### config.mk
export PLATFORM = sky130hd
export DESIGN_NAME = hpp_hub_power_port_config
export DESIGN_NICKNAME = d
export VERILOG_FILES = /design/src/hw/hpp_hub_power_port_config.v
export VERILOG_INCLUDE_DIRS = /design/src /design/src/hw
export SDC_FILE = /design/constraint.sdc
export NUM_CORES = 1
export LEC_CHECK = 0
export ABC_AREA = 1
export BUFFER_PORTS_ARGS = -buffer_cell sky130_fd_sc_hd__buf_2
export CORE_MARGIN = 5
export CORE_UTILIZATION = 55
export CTS_BUF_LIST = sky130_fd_sc_hd__clkbuf_8
export DETAILED_ROUTE_END_ITERATION = 6
export PLACE_DENSITY = 0.87
export SYNTH_ARGS = -nofsm -noshare
export SYNTH_HDL_FRONTEND = slang
export SYNTH_SLANG_ARGS = --single-unit
### constraint.sdc
create_clock -name clk -period 3.52 [get_ports clk]
set_input_delay 0.704 -clock clk [delete_from_list [all_inputs] [get_ports clk]]
set_output_delay 0.704 -clock clk [all_outputs]
set_load 0.005 [all_outputs]
### src/hw/hpp_consts.vh
`ifndef HPP_CONSTS_VH
`define HPP_CONSTS_VH
// Register offsets
`define HPP_ADDR_CFG_ONE 8'h06
`define HPP_ADDR_CFG_TWO 8'h07
// Byte one fields
`define HPP_B1_SELF_PWR 7
`define HPP_B1_EOP_SUP 3
`define HPP_B1_OCS_HI 2
`define HPP_B1_OCS_LO 1
`define HPP_B1_PORT_POWER_SWITCH_MODE 0
`define HPP_B1_MASK 8'h8f
`define HPP_B1_RESET 8'h00
// Byte two fields
`define HPP_B2_DYNAMIC 7
`define HPP_B2_OCT_HI 5
`define HPP_B2_OCT_LO 4
`define HPP_B2_COMPOUND 3
`define HPP_B2_MASK 8'hb8
`define HPP_B2_RESET 8'h00
// Sense modes
`define HPP_OCS_GANGED 2'h0
`define HPP_OCS_INDIV 2'h1
// Over-current filter delays in 50 ns cycles: 0.1 ms, 4 ms, 8 ms, 16 ms
// Sized to the 20-bit filter counters so no bits are dropped on assignment
`define HPP_OCT0_CYC 20'h007d0
`define HPP_OCT1_CYC 20'h13880
`define HPP_OCT2_CYC 20'h27100
`define HPP_OCT3_CYC 20'h4e200
// Detach hold time after a power source change, in cycles
`define HPP_DETACH_CYC 16'h0010
`endif

### src/hw/hpp_hub_power_port_config.v
`timescale 1ns/1ps
`include "hpp_consts.vh"
module hpp_hub_power_port_config (
	input wire clk,
	input wire rst,
	input wire cfgWrite,
	input wire [7:0] cfgAddr,
	input wire [7:0] cfgWrData,
	output reg [7:0] cfgRdData,
	input wire strapConfig,
	input wire [1:0] strapNonRemovable,
	input wire fullSpeedMode,
	input wire eof1Point,
	input wire downstreamTraffic,
	input wire suspendState,
	input wire [1:0] overcurrentIn,
	input wire localSupplyPinIn,
	output reg localSupplyPinOut,
	output reg localSupplyPinOe,
	output reg eopPulse,
	output reg hubStatusLocalPower,
	output reg selfPowered,
	output reg compoundReport,
	output reg upstreamAttach,
	output reg [1:0] portPowerOn,
	output reg [1:0] overcurrentFlag,
	output reg overcurrentSensing,
	output reg portPowerIndividual
);
	////////////////////////////////////////////////////////////////
	reg [7:0] cfgOne_reg;
	reg [7:0] cfgTwo_reg;
	reg [2:0] supplySync_reg;
	reg supplyLevel_reg;
	reg [1:0] ocSync1_reg;
	reg [1:0] ocSync2_reg;
	reg [1:0] ocSync3_reg;
	reg [19:0] ocCount0_reg;
	reg [19:0] ocCount1_reg;
	reg [15:0] detachCount_reg;
	reg [15:0] detachCount_next;
	reg [19:0] ocLimit;
	wire autoSwitch;
	wire [1:0] senseSel;
	wire selfNow;
	wire supplyAgree;
	wire [1:0] ocLevel;

	assign autoSwitch = cfgTwo_reg[`HPP_B2_DYNAMIC];
	assign senseSel = {cfgOne_reg[`HPP_B1_OCS_HI], cfgOne_reg[`HPP_B1_OCS_LO]};
	// Second and third stage agreeing filters one-cycle glitches on the pin
	assign supplyAgree = supplySync_reg[1] == supplySync_reg[2];
	assign ocLevel = ocSync2_reg & ocSync3_reg;
	assign selfNow = autoSwitch ? supplyLevel_reg : cfgOne_reg[`HPP_B1_SELF_PWR];

	// Filter delay per field value
	function [19:0] ocDelay;
		input [1:0] sel;
		begin
			case (sel)
				2'h0: ocDelay = `HPP_OCT0_CYC;
				2'h1: ocDelay = `HPP_OCT1_CYC;
				2'h2: ocDelay = `HPP_OCT2_CYC;
				default: ocDelay = `HPP_OCT3_CYC;
			endcase
		end
	endfunction

	// Filter counter step: counts while asserted, clears when released
	function [19:0] ocStep;
		input level;
		input [19:0] count;
		input [19:0] limit;
		begin
			if (!level) begin
				ocStep = 20'h00000;
			end else if (count < limit) begin
				ocStep = count + 20'h00001;
			end else begin
				ocStep = count;
			end
		end
	endfunction

	always @* begin
		ocLimit = ocDelay({cfgTwo_reg[`HPP_B2_OCT_HI], cfgTwo_reg[`HPP_B2_OCT_LO]});
	end

	////////////////////////////////////////////////////////////////
	// Register file
	always @(posedge clk or posedge rst) begin
		if (rst) begin
			cfgOne_reg <= `HPP_B1_RESET;
			cfgTwo_reg <= `HPP_B2_RESET;
		end else if (cfgWrite) begin
			if (cfgAddr == `HPP_ADDR_CFG_ONE) begin
				cfgOne_reg <= cfgWrData & `HPP_B1_MASK;
			end else if (cfgAddr == `HPP_ADDR_CFG_TWO) begin
				cfgTwo_reg <= cfgWrData & `HPP_B2_MASK;
			end
		end
	end

	always @(posedge clk or posedge rst) begin
		if (rst) begin
			cfgRdData <= 8'h00;
		end else if (cfgAddr == `HPP_ADDR_CFG_ONE) begin
			cfgRdData <= cfgOne_reg;
		end else if (cfgAddr == `HPP_ADDR_CFG_TWO) begin
			cfgRdData <= cfgTwo_reg;
		end else begin
			cfgRdData <= 8'h00;
		end
	end

	////////////////////////////////////////////////////////////////
	// Pin synchronisers
	always @(posedge clk or posedge rst) begin
		if (rst) begin
			supplySync_reg <= 3'h0;
			supplyLevel_reg <= 1'b0;
			ocSync1_reg <= 2'h0;
			ocSync2_reg <= 2'h0;
			ocSync3_reg <= 2'h0;
		end else begin
			// Pin is an output while auto switching is off, so its input is masked
			supplySync_reg <= {supplySync_reg[1:0], localSupplyPinIn & autoSwitch};
			if (supplyAgree) begin
				supplyLevel_reg <= supplySync_reg[2];
			end
			ocSync1_reg <= overcurrentIn;
			ocSync2_reg <= ocSync1_reg;
			ocSync3_reg <= ocSync2_reg;
		end
	end

	////////////////////////////////////////////////////////////////
	// Over-current filtering and sensing mode
	always @(posedge clk or posedge rst) begin
		if (rst) begin
			ocCount0_reg <= 20'h00000;
			ocCount1_reg <= 20'h00000;
			overcurrentFlag <= 2'h0;
			overcurrentSensing <= 1'b0;
		end else begin
			ocCount0_reg <= ocStep(ocLevel[0], ocCount0_reg, ocLimit);
			ocCount1_reg <= ocStep(ocLevel[1], ocCount1_reg, ocLimit);
			overcurrentSensing <= ~senseSel[1];
			if (senseSel[1]) begin
				overcurrentFlag <= 2'h0;
			end else if (senseSel == `HPP_OCS_INDIV) begin
				overcurrentFlag <= {ocCount1_reg >= ocLimit, ocCount0_reg >= ocLimit};
			end else begin
				// Ganged: any port trip is reported on both
				overcurrentFlag <= {2{(ocCount0_reg >= ocLimit) | (ocCount1_reg >= ocLimit)}};
			end
		end
	end

	////////////////////////////////////////////////////////////////
	// Power source change: detach, depower, then reattach
	always @* begin
		detachCount_next = detachCount_reg;
		if (autoSwitch && supplyAgree && supplySync_reg[2] != supplyLevel_reg) begin
			detachCount_next = `HPP_DETACH_CYC;
		end else if (detachCount_reg != 16'h0000) begin
			detachCount_next = detachCount_reg - 16'h0001;
		end
	end

	always @(posedge clk or posedge rst) begin
		if (rst) begin
			detachCount_reg <= 16'h0000;
			upstreamAttach <= 1'b0;
			portPowerOn <= 2'h0;
			selfPowered <= 1'b0;
			hubStatusLocalPower <= 1'b0;
			portPowerIndividual <= 1'b0;
		end else begin
			detachCount_reg <= detachCount_next;
			upstreamAttach <= detachCount_next == 16'h0000;
			// Ports stay off while detached; both ports are powered whenever attached
			portPowerOn <= (detachCount_next == 16'h0000) ? 2'h3 : 2'h0;
			selfPowered <= selfNow;
			if (autoSwitch) begin
				hubStatusLocalPower <= supplyLevel_reg;
			end else begin
				hubStatusLocalPower <= ~cfgOne_reg[`HPP_B1_SELF_PWR];
			end
			portPowerIndividual <= cfgOne_reg[`HPP_B1_PORT_POWER_SWITCH_MODE];
		end
	end

	////////////////////////////////////////////////////////////////
	// Shared pin, EOP and compound reporting
	always @(posedge clk or posedge rst) begin
		if (rst) begin
			localSupplyPinOut <= 1'b0;
			localSupplyPinOe <= 1'b0;
			eopPulse <= 1'b0;
			compoundReport <= 1'b0;
		end else begin
			localSupplyPinOe <= ~autoSwitch;
			localSupplyPinOut <= ~autoSwitch & suspendState;
			eopPulse <= eof1Point & ~downstreamTraffic & fullSpeedMode
				& ~cfgOne_reg[`HPP_B1_EOP_SUP];
			if (strapConfig) begin
				compoundReport <= |strapNonRemovable;
			end else begin
				compoundReport <= cfgTwo_reg[`HPP_B2_COMPOUND];
			end
		end
	end
endmodule

==> results of run 1 <==
==> critical path, stage by stage (launching register included) <==
cell and delay, ns:
sky130_fd_sc_hd__dfrtp_1 0.47, sky130_fd_sc_hd__inv_1 0.20, sky130_fd_sc_hd__ha_1 0.34, sky130_fd_sc_hd__ha_1 0.30
sky130_fd_sc_hd__nand2_1 0.08, sky130_fd_sc_hd__inv_1 0.05, sky130_fd_sc_hd__o21ai_1 0.12, sky130_fd_sc_hd__a21oi_1 0.09
sky130_fd_sc_hd__nor3_1 0.24, sky130_fd_sc_hd__nand2_1 0.16, sky130_fd_sc_hd__nand2_2 0.39, sky130_fd_sc_hd__inv_2 0.18
sky130_fd_sc_hd__nand2_1 0.10, sky130_fd_sc_hd__o21ai_1 0.06
==> how the worst max path moves through the flow <==
stage                                    to  depth (start not counted)  slack, ns
2_1_floorplan     cfgOne_reg[0]$_DFFE_PP0P_                          1       0.40
3_3_place_gp   ocCount1_reg[17]$_DFFE_PP0P_                         13       0.71
3_5_place_dp   ocCount1_reg[17]$_DFFE_PP0P_                         13       0.65
4_1_cts        ocCount1_reg[17]$_DFFE_PP0P_                         13       0.63
5_1_grt         ocCount1_reg[6]$_DFFE_PP0P_                         13       0.35
6_report       ocCount1_reg[17]$_DFFE_PP0P_                         13       0.62
==> stage by stage <==
stage | std cells | hold slack [ns] | total power (W) | setup slack, ns
floorplan | 721 | 0.331 | 0.00196 | 0.396
global placement | 894 | 0.336 | 0.00211 | 0.707
detailed placement | 894 | 0.342 | 0.00214 | 0.655
CTS | 910 | 0.366 | 0.00283 | 0.633
global route | 910 | 0.381 | 0.00303 | 0.355
finish | 910 | 0.366 | 0.00282 | 0.624
==> power groups by stage <==
stage / Combinational [W] / Clock [W] / Sequential, W
2_1_floorplan: 0.000703 / 0 / 0.00126
3_3_place_gp: 0.000839 / 0 / 0.00127
3_5_place_dp: 0.000864 / 0 / 0.00128
4_1_cts: 0.000874 / 0.000701 / 0.00126
5_1_grt: 0.00101 / 0.000742 / 0.00127
6_report: 0.000878 / 0.000688 / 0.00126
==> cells by family (layout without fill, tap and decap cells) <==
| group | Yosys count | after routing | share of synthesized area [%] |
|---|---|---|---|
| XOR/XNOR | 26 | 26 | 4.03 |
| multiplexers | 1 | 1 | 0.199 |
| AND/OR/NAND/NOR | 372 | 372 | 30.6 |
| other | 1 | 1 | 0.0663 |
| AO/OA/AOI/OAI | 78 | 78 | 7.32 |
| adder cells (fa/ha/maj) | 39 | 39 | 8.63 |
| flip-flops | 93 | 93 | 41.2 |
| buffers and inverters | 111 | 164 | 8.05 |
==> synth_stat cells (2+ instances only) <==
cell | number | area share (%)
sky130_fd_sc_hd__clkinv_1 | 2 | 0.13
sky130_fd_sc_hd__nand2_2 | 10 | 1.1
sky130_fd_sc_hd__o21ai_1 | 28 | 2.5
sky130_fd_sc_hd__buf_4 | 8 | 1.1
sky130_fd_sc_hd__nor2_2 | 9 | 1.0
sky130_fd_sc_hd__xnor2_1 | 2 | 0.31
sky130_fd_sc_hd__dfrtp_1 | 93 | 41
sky130_fd_sc_hd__ha_1 | 39 | 8.6
sky130_fd_sc_hd__nand2_4 | 2 | 0.40
sky130_fd_sc_hd__a21o_1 | 2 | 0.27
sky130_fd_sc_hd__nand3b_1 | 2 | 0.27
sky130_fd_sc_hd__inv_2 | 9 | 0.60
sky130_fd_sc_hd__xor2_1 | 24 | 3.7
sky130_fd_sc_hd__o31ai_1 | 2 | 0.27
sky130_fd_sc_hd__nand3_1 | 74 | 6.5
sky130_fd_sc_hd__nor3_1 | 16 | 1.4
sky130_fd_sc_hd__o21ai_0 | 20 | 1.8
sky130_fd_sc_hd__inv_1 | 88 | 5.8
sky130_fd_sc_hd__clkbuf_1 | 2 | 0.13
sky130_fd_sc_hd__a21oi_1 | 22 | 1.9
sky130_fd_sc_hd__nor3b_2 | 2 | 0.44
sky130_fd_sc_hd__nor2_4 | 5 | 1.0
sky130_fd_sc_hd__nor2_1 | 75 | 5.0
sky130_fd_sc_hd__nor3_2 | 2 | 0.35
sky130_fd_sc_hd__nand2_1 | 150 | 10
sky130_fd_sc_hd__nand4_1 | 18 | 2.0
==> routing by layer <==
| layer | vias to the layer above | share of wire, % | global-route usage [%] |
|---|---|---|---|
| met2 | 154 | 47 | 34.0 |
| met1 | 2289 | 45 | 27.8 |
| li1 | 2433 | - | - |
| met5 | - | 0 | 0 |
| met3 | 35 | 5.7 | 4.84 |
| met4 | 0 | 2.2 | 6.24 |
==> layout make-up <==
| class | instances | area, sq um |
|---|---|---|
| Timing Repair Buffer | 49 | 250 |
| Clock inverter | 7 | 57.6 |
| Sequential cell | 93 | 2330 |
| Multi-Input combinational cell | 517 | 2870 |
| Tap cell | 136 | 170 |
| Clock buffer | 9 | 124 |
| Inverter | 99 | 374 |
| Fill cell | 880 | 4010 |
==> metrics.txt, run 1 <==
# TYPE chip_impl_metric gauge
chip_impl_metric{name="ff2ff_path_depth",unit=""} 13
chip_impl_metric{name="hold_violations",unit=""} 0
chip_impl_metric{name="detail_route.drc_violations",unit=""} 0
chip_impl_metric{name="placementRows",unit=""} 37
chip_impl_metric{name="crit_arrival",unit="ns"} 3.15
chip_impl_metric{name="min_path_cells",unit=""} 0
chip_impl_metric{name="num_vias",unit=""} 4911
chip_impl_metric{name="synth-warning-count",unit=""} 0
chip_impl_metric{name="cts_buffer_depth",unit=""} 2
chip_impl_metric{name="tightest_pin_transition",unit="ns"} 0.585
chip_impl_metric{name="postRouteAntennaNets",unit=""} 0
chip_impl_metric{name="die_area",unit="sq um"} 12400
chip_impl_metric{name="ys_async_sr_fraction",unit="%"} 100
chip_impl_metric{name="tns",unit="ns"} 0
chip_impl_metric{name="gp_routability_congestion",unit=""} 0.906
chip_impl_metric{name="crit_path_max_fanout",unit=""} 25
chip_impl_metric{name="yosys.cell_types.count",unit=""} 41
chip_impl_metric{name="period_utilization_post_route",unit="%"} 82.3
chip_impl_metric{name="vdd_ir_drop_max",unit="mV"} 0.415
chip_impl_metric{name="nNetsFinal",unit=""} 837
chip_impl_metric{name="flops_latches_synth",unit=""} 93
chip_impl_info{name="worstHoldStart",value="ocSync1_reg[0]$_DFF_PP0_"} 1
chip_impl_metric{name="detail_route.vias_per_cell",unit=""} 5.40
chip_impl_info{name="worst_setup_sp",value="cfgTwo_reg[5]$_DFFE_PP0P_"} 1
chip_impl_metric{name="power.net_switching",unit="W"} 0.00108
chip_impl_info{name="kind_of_capture_point_of_the_worst_setup_path",value="flip-flop"} 1
chip_impl_metric{name="post_cts_resized",unit=""} 0
chip_impl_metric{name="crit_required",unit="ns"} 3.78
chip_impl_metric{name="effective_utilization_at_floorplan",unit="%"} 55.5
chip_impl_info{name="ys.flop_type",value="sky130_fd_sc_hd__dfrtp_1"} 1
chip_impl_metric{name="netlist_instances",unit=""} 721
chip_impl_metric{name="cts_setup_buffers",unit=""} 0
chip_impl_metric{name="vias_in_the_first_global_route",unit=""} 4714
chip_impl_info{name="grt_setup_unrepaired",value="no"} 1
chip_impl_metric{name="half_perimeter_wire_length_of_the_detailed_placement_result",unit="um"} 9220
chip_impl_metric{name="power.leakage",unit="nW"} 3.18
chip_impl_metric{name="ys_seq_area_share",unit="%"} 41.2
chip_impl_metric{name="power.share.clock",unit="%"} 24.4
chip_impl_metric{name="layout.core_utilization",unit="%"} 60.6
chip_impl_metric{name="comb_power_share",unit="%"} 31.1
chip_impl_metric{name="die_h",unit="um"} 111
chip_impl_metric{name="detailedRoute.firstPassIterationCount",unit=""} 5
chip_impl_metric{name="max_slew_margin",unit="%"} 61.0
chip_impl_metric{name="detailedRoute.firstIterationViolations",unit=""} 374
chip_impl_metric{name="cts_htree_levels",unit=""} 3
chip_impl_metric{name="clock.fmax",unit="GHz"} 0.345
chip_impl_metric{name="globalRouteOverflowTotal",unit=""} 0
chip_impl_metric{name="gr-usage-all-layers",unit="%"} 20.8
chip_impl_metric{name="floorplan.core_area",unit="sq um"} 10200
chip_impl_metric{name="pin_count",unit=""} 50
chip_impl_metric{name="clk_skew",unit="ns"} 0.0184
chip_impl_metric{name="synth.net_count",unit=""} 789
chip_impl_metric{name="setup_viols_final",unit=""} 0
chip_impl_metric{name="grt_max_degree",unit=""} 50
chip_impl_info{name="criticalPathCategory",value="reg2reg"} 1
chip_impl_info{name="whs_endpoint",value="ocSync2_reg[0]$_DFF_PP0_"} 1
chip_impl_metric{name="synth-edff-count",unit=""} 0
chip_impl_metric{name="portBuffers",unit=""} 47
chip_impl_info{name="timing.critical_path.from_type",value="flip-flop"} 1
chip_impl_metric{name="n_antenna_cell",unit=""} 0
chip_impl_metric{name="cts.hold.buffers_added",unit=""} 0
chip_impl_info{name="most-common-layout-cells",value="150 x sky130_fd_sc_hd__nand2_1, 93 x sky130_fd_sc_hd__dfrtp_1, 88 x sky130_fd_sc_hd__inv_1"} 1
chip_impl_metric{name="global_route_wire_length_before_repair",unit="um"} 21600
chip_impl_metric{name="cts_sink_cnt",unit=""} 93
chip_impl_metric{name="power.switching_fraction",unit="%"} 38.3
chip_impl_metric{name="source_to_sink_clock_delay_at_the_later_pin_of_the_worst_skew_pair",unit="ns"} 0.39
chip_impl_metric{name="routed_wire_length_per_instance",unit="um"} 13.6
chip_impl_metric{name="intPower",unit="W"} 0.00174
chip_impl_info{name="layout.cells.most_common",value="sky130_fd_sc_hd__nand2_1"} 1
chip_impl_metric{name="cts.clk_slew.worst_paths",unit="ns"} 0.10
chip_impl_metric{name="numCtsBuffers",unit=""} 9
chip_impl_metric{name="area_growth",unit="%"} 9.20
chip_impl_metric{name="postSynthAreaPerCell",unit="sq um"} 7.84
chip_impl_metric{name="finalMaxSlewViolations",unit=""} 0
chip_impl_metric{name="final_period_minus_worst_setup_slack",unit="ns"} 2.90
chip_impl_metric{name="ff2ff_setup_slack",unit="ns"} 0.62
chip_impl_metric{name="die-width",unit="um"} 111
chip_impl_info{name="hold_class",value="reg2reg"} 1
chip_impl_metric{name="power_density",unit="nW/um^2"} 457
chip_impl_info{name="rr_startpoint",value="cfgTwo_reg[5]$_DFFE_PP0P_"} 1
chip_impl_metric{name="post_route_cells_drive_above_1_share",unit="%"} 14.0
chip_impl_info{name="reg2reg_to",value="ocCount1_reg[17]$_DFFE_PP0P_"} 1
chip_impl_metric{name="design_area",unit="sq um"} 6180
chip_impl_metric{name="initial_antenna_violation_count",unit=""} 0
chip_impl_metric{name="sequentialPowerShare",unit="%"} 44.5
chip_impl_info{name="clock_tree_from_tritoncts",value="done"} 1
chip_impl_info{name="status",value="completed"} 1
chip_impl_info{name="cts.root.buffer_cell",value="sky130_fd_sc_hd__clkbuf_8"} 1
chip_impl_metric{name="maxCapViolCount",unit=""} 0
chip_impl_metric{name="placement.cell_area",unit="sq um"} 5990
chip_impl_metric{name="totalWireLength",unit="um"} 12400
chip_impl_metric{name="post_synth_instance_area",unit="sq um"} 5660
No activity file was read; power rests on OpenSTA's default activity.
==> run 2, diff against run 1 <==
--- a/config.mk
+++ b/config.mk
@@ -12,7 +12,7 @@
 export CORE_UTILIZATION = 55
 export CTS_BUF_LIST = sky130_fd_sc_hd__clkbuf_8
 export DETAILED_ROUTE_END_ITERATION = 6
-export PLACE_DENSITY = 0.87
+export PLACE_DENSITY = 0.89
 export SYNTH_ARGS = -nofsm -noshare
 export SYNTH_HDL_FRONTEND = slang
 export SYNTH_SLANG_ARGS = --single-unit
==> constraint.sdc (replaced) <==
create_clock -name clk -period 2.5 [get_ports clk]
set_input_delay 0.5 -clock clk [delete_from_list [all_inputs] [get_ports clk]]
set_output_delay 0.5 -clock clk [all_outputs]
set_load 0.005 [all_outputs]
==> run 2 against run 1 <==
Effect of this change: combinational power is 42% higher; final cell count is 0.77% higher; clock skew is 0.0038 ns lower; total power is 42% higher; wire length is 6.5% higher; sequential share of layout area is 0.65 points lower; clock-buffer cell count is 1 higher; critical endpoint is now overcurrentFlag[1]$_DFF_PP0_; largest cell class unchanged; largest power group unchanged; highest routed layer unchanged.
==> metrics.txt, run 2 (synthesis gave the netlist of run 1 again) <==
# TYPE chip_impl_metric gauge
chip_impl_metric{name="cts.clk_slew.worst_paths",unit="ns"} 0.10
chip_impl_metric{name="grtUsageMet2",unit="%"} 36.1
chip_impl_metric{name="routed_wire_length_per_instance",unit="um"} 14.4
chip_impl_metric{name="area_growth",unit="%"} 11.1
chip_impl_metric{name="die_area",unit="sq um"} 12400
chip_impl_info{name="layout.cells.most_common",value="sky130_fd_sc_hd__nand2_1"} 1
chip_impl_metric{name="num_vias",unit=""} 4993
chip_impl_metric{name="die-width",unit="um"} 111
chip_impl_metric{name="numCtsBuffers",unit=""} 9
chip_impl_metric{name="initial_antenna_violation_count",unit=""} 0
chip_impl_metric{name="post_route_cells_drive_above_1_share",unit="%"} 15.5
chip_impl_metric{name="power_density",unit="nW/um^2"} 639
chip_impl_metric{name="detailedRoute.firstIterationViolations",unit=""} 440
chip_impl_metric{name="cts_sink_cnt",unit=""} 93
chip_impl_metric{name="power.leakage",unit="nW"} 3.23
chip_impl_info{name="status",value="completed"} 1
chip_impl_metric{name="portBuffers",unit=""} 47
chip_impl_metric{name="power.net_switching",unit="W"} 0.00152
chip_impl_metric{name="use_met3",unit="%"} 4.51
chip_impl_metric{name="sequentialPowerShare",unit="%"} 44.2
chip_impl_metric{name="max_slew_margin",unit="%"} 65.4
chip_impl_metric{name="crit_arrival",unit="ns"} 2.66
chip_impl_info{name="kind_of_capture_point_of_the_worst_setup_path",value="flip-flop"} 1
chip_impl_metric{name="crit_path_max_fanout",unit=""} 5
chip_impl_metric{name="nNetsFinal",unit=""} 844
chip_impl_metric{name="globalRouteOverflowTotal",unit=""} 0
chip_impl_metric{name="effective_utilization_at_floorplan",unit="%"} 55.5
chip_impl_metric{name="half_perimeter_wire_length_of_the_detailed_placement_result",unit="um"} 9590
chip_impl_metric{name="cts_htree_levels",unit=""} 3
chip_impl_metric{name="placementRows",unit=""} 37
chip_impl_metric{name="detailedRoute.firstPassIterationCount",unit=""} 5
chip_impl_info{name="timing.critical_path.from_type",value="flip-flop"} 1
chip_impl_metric{name="tightest_pin_transition",unit="ns"} 0.514
chip_impl_metric{name="clock.fmax",unit="GHz"} 0.420
chip_impl_metric{name="power.share.clock",unit="%"} 24.6
chip_impl_metric{name="gp_routability_congestion",unit=""} 0.922
chip_impl_metric{name="grt_max_degree",unit=""} 94
chip_impl_metric{name="vias_in_the_first_global_route",unit=""} 4904
chip_impl_info{name="most-common-layout-cells",value="150 x sky130_fd_sc_hd__nand2_1, 93 x sky130_fd_sc_hd__dfrtp_1, 85 x sky130_fd_sc_hd__inv_1"} 1
chip_impl_metric{name="placement.cell_area",unit="sq um"} 6070
chip_impl_metric{name="design_area",unit="sq um"} 6280
chip_impl_metric{name="hold_violations",unit=""} 0
chip_impl_info{name="cts.root.buffer_cell",value="sky130_fd_sc_hd__clkbuf_8"} 1
chip_impl_metric{name="final_period_minus_worst_setup_slack",unit="ns"} 2.38
chip_impl_metric{name="source_to_sink_clock_delay_at_the_later_pin_of_the_worst_skew_pair",unit="ns"} 0.38
chip_impl_metric{name="vdd_ir_drop_max",unit="mV"} 0.550
chip_impl_metric{name="finalMaxSlewViolations",unit=""} 0
chip_impl_metric{name="setup_viols_final",unit=""} 0
chip_impl_metric{name="cts_buffer_depth",unit=""} 2
chip_impl_metric{name="power.switching_fraction",unit="%"} 38.0
chip_impl_metric{name="n_antenna_cell",unit=""} 0
chip_impl_metric{name="clk_skew",unit="ns"} 0.0146
chip_impl_metric{name="global_route_wire_length_before_repair",unit="um"} 22400
chip_impl_metric{name="gr-usage-met1",unit="%"} 28.1
chip_impl_metric{name="maxCapViolCount",unit=""} 0
chip_impl_info{name="busiest_layer",value="met2"} 1
chip_impl_metric{name="period_utilization_post_route",unit="%"} 95.2
chip_impl_metric{name="layout.core_utilization",unit="%"} 61.7
chip_impl_metric{name="crit_required",unit="ns"} 2.78
chip_impl_info{name="criticalPathCategory",value="reg2reg"} 1
chip_impl_metric{name="pin_count",unit=""} 50
chip_impl_metric{name="gr-usage-all-layers",unit="%"} 21.7
chip_impl_metric{name="intPower",unit="W"} 0.00249
chip_impl_info{name="clock_tree_from_tritoncts",value="done"} 1
chip_impl_metric{name="die_h",unit="um"} 111
chip_impl_metric{name="postRouteAntennaNets",unit=""} 0
chip_impl_metric{name="floorplan.core_area",unit="sq um"} 10200
chip_impl_metric{name="detail_route.drc_violations",unit=""} 0
chip_impl_info{name="hold_class",value="in2reg"} 1
chip_impl_metric{name="totalWireLength",unit="um"} 13200
chip_impl_metric{name="comb_power_share",unit="%"} 31.2
chip_impl_metric{name="detail_route.vias_per_cell",unit=""} 5.44
==> run 2: area by class of cell <==
type | instances | area [sq um]
Sequential cell | 93 | 2330
Multi-Input combinational cell | 517 | 2890
Clock buffer | 10 | 138
Fill cell | 845 | 3900
Tap cell | 136 | 170
Inverter | 99 | 378
Clock inverter | 6 | 52.6
Timing Repair Buffer | 56 | 328
==> run 2: path summary, 6_finish.rpt <==
kind / start / endpoint / slack (ns) / depth (start not counted)
worst min register to register: ocSync1_reg[0]$_DFF_PP0_ / ocSync2_reg[0]$_DFF_PP0_ / 0.36 / 0
worst max-delay path: cfgTwo_reg[4]$_DFFE_PP0P_ / overcurrentFlag[1]$_DFF_PP0_ / 0.12 / 10
min in group asynchronous: rst / ocCount1_reg[5]$_DFFE_PP0P_ / 0.24 / 3
worst max register to register: cfgTwo_reg[4]$_DFFE_PP0P_ / overcurrentFlag[1]$_DFF_PP0_ / 0.12 / 10
worst min-delay path: overcurrentIn[0] / ocSync1_reg[0]$_DFF_PP0_ / 0.23 / 1
max in group asynchronous: rst / ocCount0_reg[14]$_DFFE_PP0P_ / 1.86 / 3
==> run 2: worst max-delay path, stage by stage, from the launching register on <==
cell and delay [ns]:
sky130_fd_sc_hd__dfrtp_1 0.42, sky130_fd_sc_hd__inv_2 0.11, sky130_fd_sc_hd__ha_1 0.20, sky130_fd_sc_hd__inv_1 0.11, sky130_fd_sc_hd__ha_1 0.31, sky130_fd_sc_hd__nand2_1 0.07
sky130_fd_sc_hd__nor4_1 0.45, sky130_fd_sc_hd__nand3_1 0.14, sky130_fd_sc_hd__nand3_1 0.17, sky130_fd_sc_hd__a21oi_1 0.11, sky130_fd_sc_hd__nor2_1 0.18
==> run 2: metrics by stage <==
step / setup slack [ns] / hold WS (ns) / TNS, ns / instances / total power, W
2_1_floorplan: 0.304 / 0.331 / 0 / 721 / 0.00276
3_3_place_gp: 0.164 / 0.338 / 0 / 901 / 0.00298
3_5_place_dp: 0.102 / 0.338 / 0 / 901 / 0.00302
4_1_cts: 0.0892 / 0.218 / 0 / 917 / 0.00402
5_1_grt: -0.0497 / 0.208 / -0.0801 / 917 / 0.00430
6_report: 0.120 / 0.227 / 0 / 917 / 0.00401
==> run 2: what timing repair did <==
action                                  in CTS  in global routing
gates resized for setup                      0                  8
buffers inserted                             0                  0
endpoints found under the setup margin       0                 39
hold buffers                                 0                  0
==> run 2: per-layer routing <==
| metal | part of all wire [%] | wire [um] | vias up |
|---|---|---|---|
| met3 | 6.8 | 896 | 38 |
| met4 | 2.7 | 363 | 0 |
| met1 | 42 | 5540 | 2331 |
| met2 | 49 | 6420 | 181 |
| met5 | 0 | 0 | - |
| li1 | - | - | 2443 |
==> run 2: power groups by stage <==
stage          Sequential [W]  Clock [W]  Combinational [W]
6_report              0.00177   0.000987            0.00125
5_1_grt               0.00179    0.00107            0.00143
3_3_place_gp          0.00179          0            0.00119
3_5_place_dp          0.00180          0            0.00123
2_1_floorplan         0.00177          0           0.000991
4_1_cts               0.00177    0.00100            0.00124
==> run 3, diff against run 2 <==
--- a/config.mk
+++ b/config.mk
@@ -13,6 +13,7 @@
 export CTS_BUF_LIST = sky130_fd_sc_hd__clkbuf_8
 export DETAILED_ROUTE_END_ITERATION = 6
 export PLACE_DENSITY = 0.89
+export RECOVER_POWER = 100
 export SYNTH_ARGS = -nofsm -noshare
 export SYNTH_HDL_FRONTEND = slang
 export SYNTH_SLANG_ARGS = --single-unit
==> run 3 against run 2 <==
Effect of this change: flip-flop and latch count is the same; non-clock buffer count is the same; fmax grew 0.34%; clock power is essentially flat; combinational power is essentially flat.
==> metrics.txt, run 3 (synthesis gave the netlist of run 1 again) <==
# TYPE chip_impl_metric gauge
chip_impl_info{name="status",value="completed"} 1
chip_impl_metric{name="post_route_cells_drive_above_1_share",unit="%"} 12.9
chip_impl_metric{name="placementRows",unit=""} 37
chip_impl_metric{name="initial_antenna_violation_count",unit=""} 0
chip_impl_metric{name="stdcell_count",unit=""} 917
chip_impl_metric{name="placed_cells_incl_taps",unit=""} 901
chip_impl_metric{name="design_power_total",unit="W"} 0.00398
chip_impl_metric{name="gp_routability_congestion",unit=""} 0.922
chip_impl_metric{name="final_period_minus_worst_setup_slack",unit="ns"} 2.37
chip_impl_metric{name="period_utilization_post_route",unit="%"} 94.9
chip_impl_info{name="worstPathCellList",value="inv_2 -> ha_1 -> inv_1 -> ha_1 -> nand2_1 -> nor4_1 -> nand3_1 -> nand3_1 -> a21oi_1 -> nor2_1"} 1
chip_impl_metric{name="detailedRoute.firstPassIterationCount",unit=""} 5
chip_impl_metric{name="cts_sink_cnt",unit=""} 93
chip_impl_metric{name="totalWireLength",unit="um"} 13200
chip_impl_metric{name="half_perimeter_wire_length_of_the_detailed_placement_result",unit="um"} 9590
chip_impl_metric{name="detail_route.vias_per_cell",unit=""} 5.47
chip_impl_metric{name="routed_wire_length_per_instance",unit="um"} 14.4
chip_impl_metric{name="clk_skew",unit="ns"} 0.0137
chip_impl_info{name="cts.root.buffer_cell",value="sky130_fd_sc_hd__clkbuf_8"} 1
chip_impl_metric{name="detailedRoute.firstIterationViolations",unit=""} 381
chip_impl_metric{name="tns",unit="ns"} 0
chip_impl_metric{name="finalMaxSlewViolations",unit=""} 0
chip_impl_metric{name="n_antenna_cell",unit=""} 0
chip_impl_metric{name="tightest_pin_transition",unit="ns"} 1.24
chip_impl_info{name="clock_tree_from_tritoncts",value="done"} 1
chip_impl_metric{name="power.leakage",unit="nW"} 3.17
chip_impl_info{name="layout.cells.most_common",value="sky130_fd_sc_hd__nand2_1"} 1
chip_impl_metric{name="vias_in_the_first_global_route",unit=""} 4904
chip_impl_metric{name="area_taken_by_multi_input_logic_gates",unit="sq um"} 2860
chip_impl_metric{name="pin_count",unit=""} 50
chip_impl_info{name="critPathTopFamily",value="simple AND/OR/NAND/NOR gates"} 1
chip_impl_info{name="most-common-layout-cells",value="155 x sky130_fd_sc_hd__nand2_1, 93 x sky130_fd_sc_hd__dfrtp_1, 85 x sky130_fd_sc_hd__inv_1"} 1
chip_impl_metric{name="crit_path_max_fanout",unit=""} 5
chip_impl_metric{name="path_buf_inv",unit=""} 2
chip_impl_metric{name="fillers",unit=""} 858
chip_impl_info{name="criticalPathCategory",value="reg2reg"} 1
chip_impl_metric{name="die_area",unit="sq um"} 12400
chip_impl_metric{name="crit_arrival",unit="ns"} 2.65
chip_impl_metric{name="global_route_wire_length_before_repair",unit="um"} 22400
chip_impl_info{name="hold_class",value="in2reg"} 1
chip_impl_metric{name="hold_violations",unit=""} 0
chip_impl_metric{name="num_vias",unit=""} 5019
chip_impl_metric{name="effective_utilization_at_floorplan",unit="%"} 55.5
chip_impl_metric{name="maxCapViolCount",unit=""} 0
chip_impl_metric{name="cts_buffer_depth",unit=""} 2
chip_impl_metric{name="max_slew_margin",unit="%"} 17.2
chip_impl_metric{name="grt_max_degree",unit=""} 94
chip_impl_metric{name="floorplan.core_area",unit="sq um"} 10200
chip_impl_metric{name="area_growth",unit="%"} 9.98
chip_impl_metric{name="vdd_ir_drop_max",unit="mV"} 0.538
chip_impl_info{name="worst_path_slowest_cell",value="sky130_fd_sc_hd__nor4_1"} 1
chip_impl_metric{name="globalRouteOverflowTotal",unit=""} 0
chip_impl_metric{name="cts.clk_slew.worst_paths",unit="ns"} 0.10
chip_impl_metric{name="detail_route.drc_violations",unit=""} 0
chip_impl_metric{name="die_h",unit="um"} 111
chip_impl_metric{name="gr-usage-all-layers",unit="%"} 21.7
chip_impl_metric{name="cts.hold.buffers_added",unit=""} 0
chip_impl_metric{name="crit_required",unit="ns"} 2.78
chip_impl_metric{name="power_density",unit="nW/um^2"} 640
chip_impl_metric{name="sequential_cell_area",unit="sq um"} 2330
chip_impl_metric{name="numCtsBuffers",unit=""} 9
chip_impl_metric{name="design_area",unit="sq um"} 6220
chip_impl_info{name="timing.critical_path.from_type",value="flip-flop"} 1
chip_impl_metric{name="clock.fmax",unit="GHz"} 0.422
chip_impl_info{name="kind_of_capture_point_of_the_worst_setup_path",value="flip-flop"} 1
chip_impl_metric{name="source_to_sink_clock_delay_at_the_later_pin_of_the_worst_skew_pair",unit="ns"} 0.38
chip_impl_metric{name="postRouteAntennaNets",unit=""} 0
chip_impl_metric{name="setup_viols_final",unit=""} 0
chip_impl_metric{name="placement.cell_area",unit="sq um"} 6070
chip_impl_metric{name="nNetsFinal",unit=""} 844
chip_impl_metric{name="slowest_delay",unit="ns"} 0.45
chip_impl_metric{name="portBuffers",unit=""} 47
chip_impl_metric{name="die-width",unit="um"} 111
chip_impl_metric{name="cts_htree_levels",unit=""} 3
==> run 3: changes by cell type in the layout (fill, tap and decap cells not counted), sizes merged <==
cell,delta
buf,-13
clkbuf,+13
==> run 3: area by class of cell <==
| cell class | count | area share (%) |
|---|---|---|
| Clock buffer | 10 | 2.21 |
| Clock inverter | 6 | 0.845 |
| Inverter | 99 | 6.03 |
| Multi-Input combinational cell | 517 | 45.9 |
| Sequential cell | 93 | 37.4 |
| Tap cell | 136 | 2.74 |
| Timing Repair Buffer | 56 | 4.81 |
==> run 3: worst paths after layout <==
check | slack [ns] | depth (start not counted) | endpoint | from
max in group asynchronous | 1.15 | 3 | ocCount0_reg[14]$_DFFE_PP0P_ | rst
worst min register to register | 0.36 | 0 | ocSync2_reg[0]$_DFF_PP0_ | ocSync1_reg[0]$_DFF_PP0_
min in group asynchronous | 0.56 | 3 | ocCount1_reg[4]$_DFFE_PP0P_ | rst
worst max register to register | 0.13 | 10 | overcurrentFlag[1]$_DFF_PP0_ | cfgTwo_reg[4]$_DFFE_PP0P_
worst min-delay path | 0.23 | 1 | ocSync1_reg[0]$_DFF_PP0_ | overcurrentIn[0]
worst max-delay path | 0.13 | 10 | overcurrentFlag[1]$_DFF_PP0_ | cfgTwo_reg[4]$_DFFE_PP0P_
==> run 3: per-layer routing <==
layer	GRT usage (%)	vias up	routed length, um
met3	4.51	32	862
met2	36.1	193	6550
met4	8.11	0	336
met5	0	-	0
li1	-	2438	-
met1	28.1	2356	5500
==> run 3: timing repair <==
action | in CTS | in global routing
resized for setup | 0 | 8
endpoints found under the setup margin | 0 | 39
setup buffers | 0 | 0
==> run 3: through the flow <==
stage | hold slack (ns) | utilization [%] | setup WS [ns]
final | 0.228 | 61.1 | 0.128
after global routing | 0.208 | 61.1 | -0.0727
after CTS | 0.218 | 61.5 | 0.0892
after detailed placement | 0.338 | 59.6 | 0.102
after global placement | 0.338 | 59.6 | 0.164
after floorplan | 0.331 | - | 0.304
==> run 3: report_power, final <==
group	leakage, nW	total (W)	internal, W	switching [W]
Combinational	1.87	0.00122	0.000431	0.000788
Clock	0.0918	0.000990	0.000406	0.000584
Sequential	1.21	0.00177	0.00164	0.000135
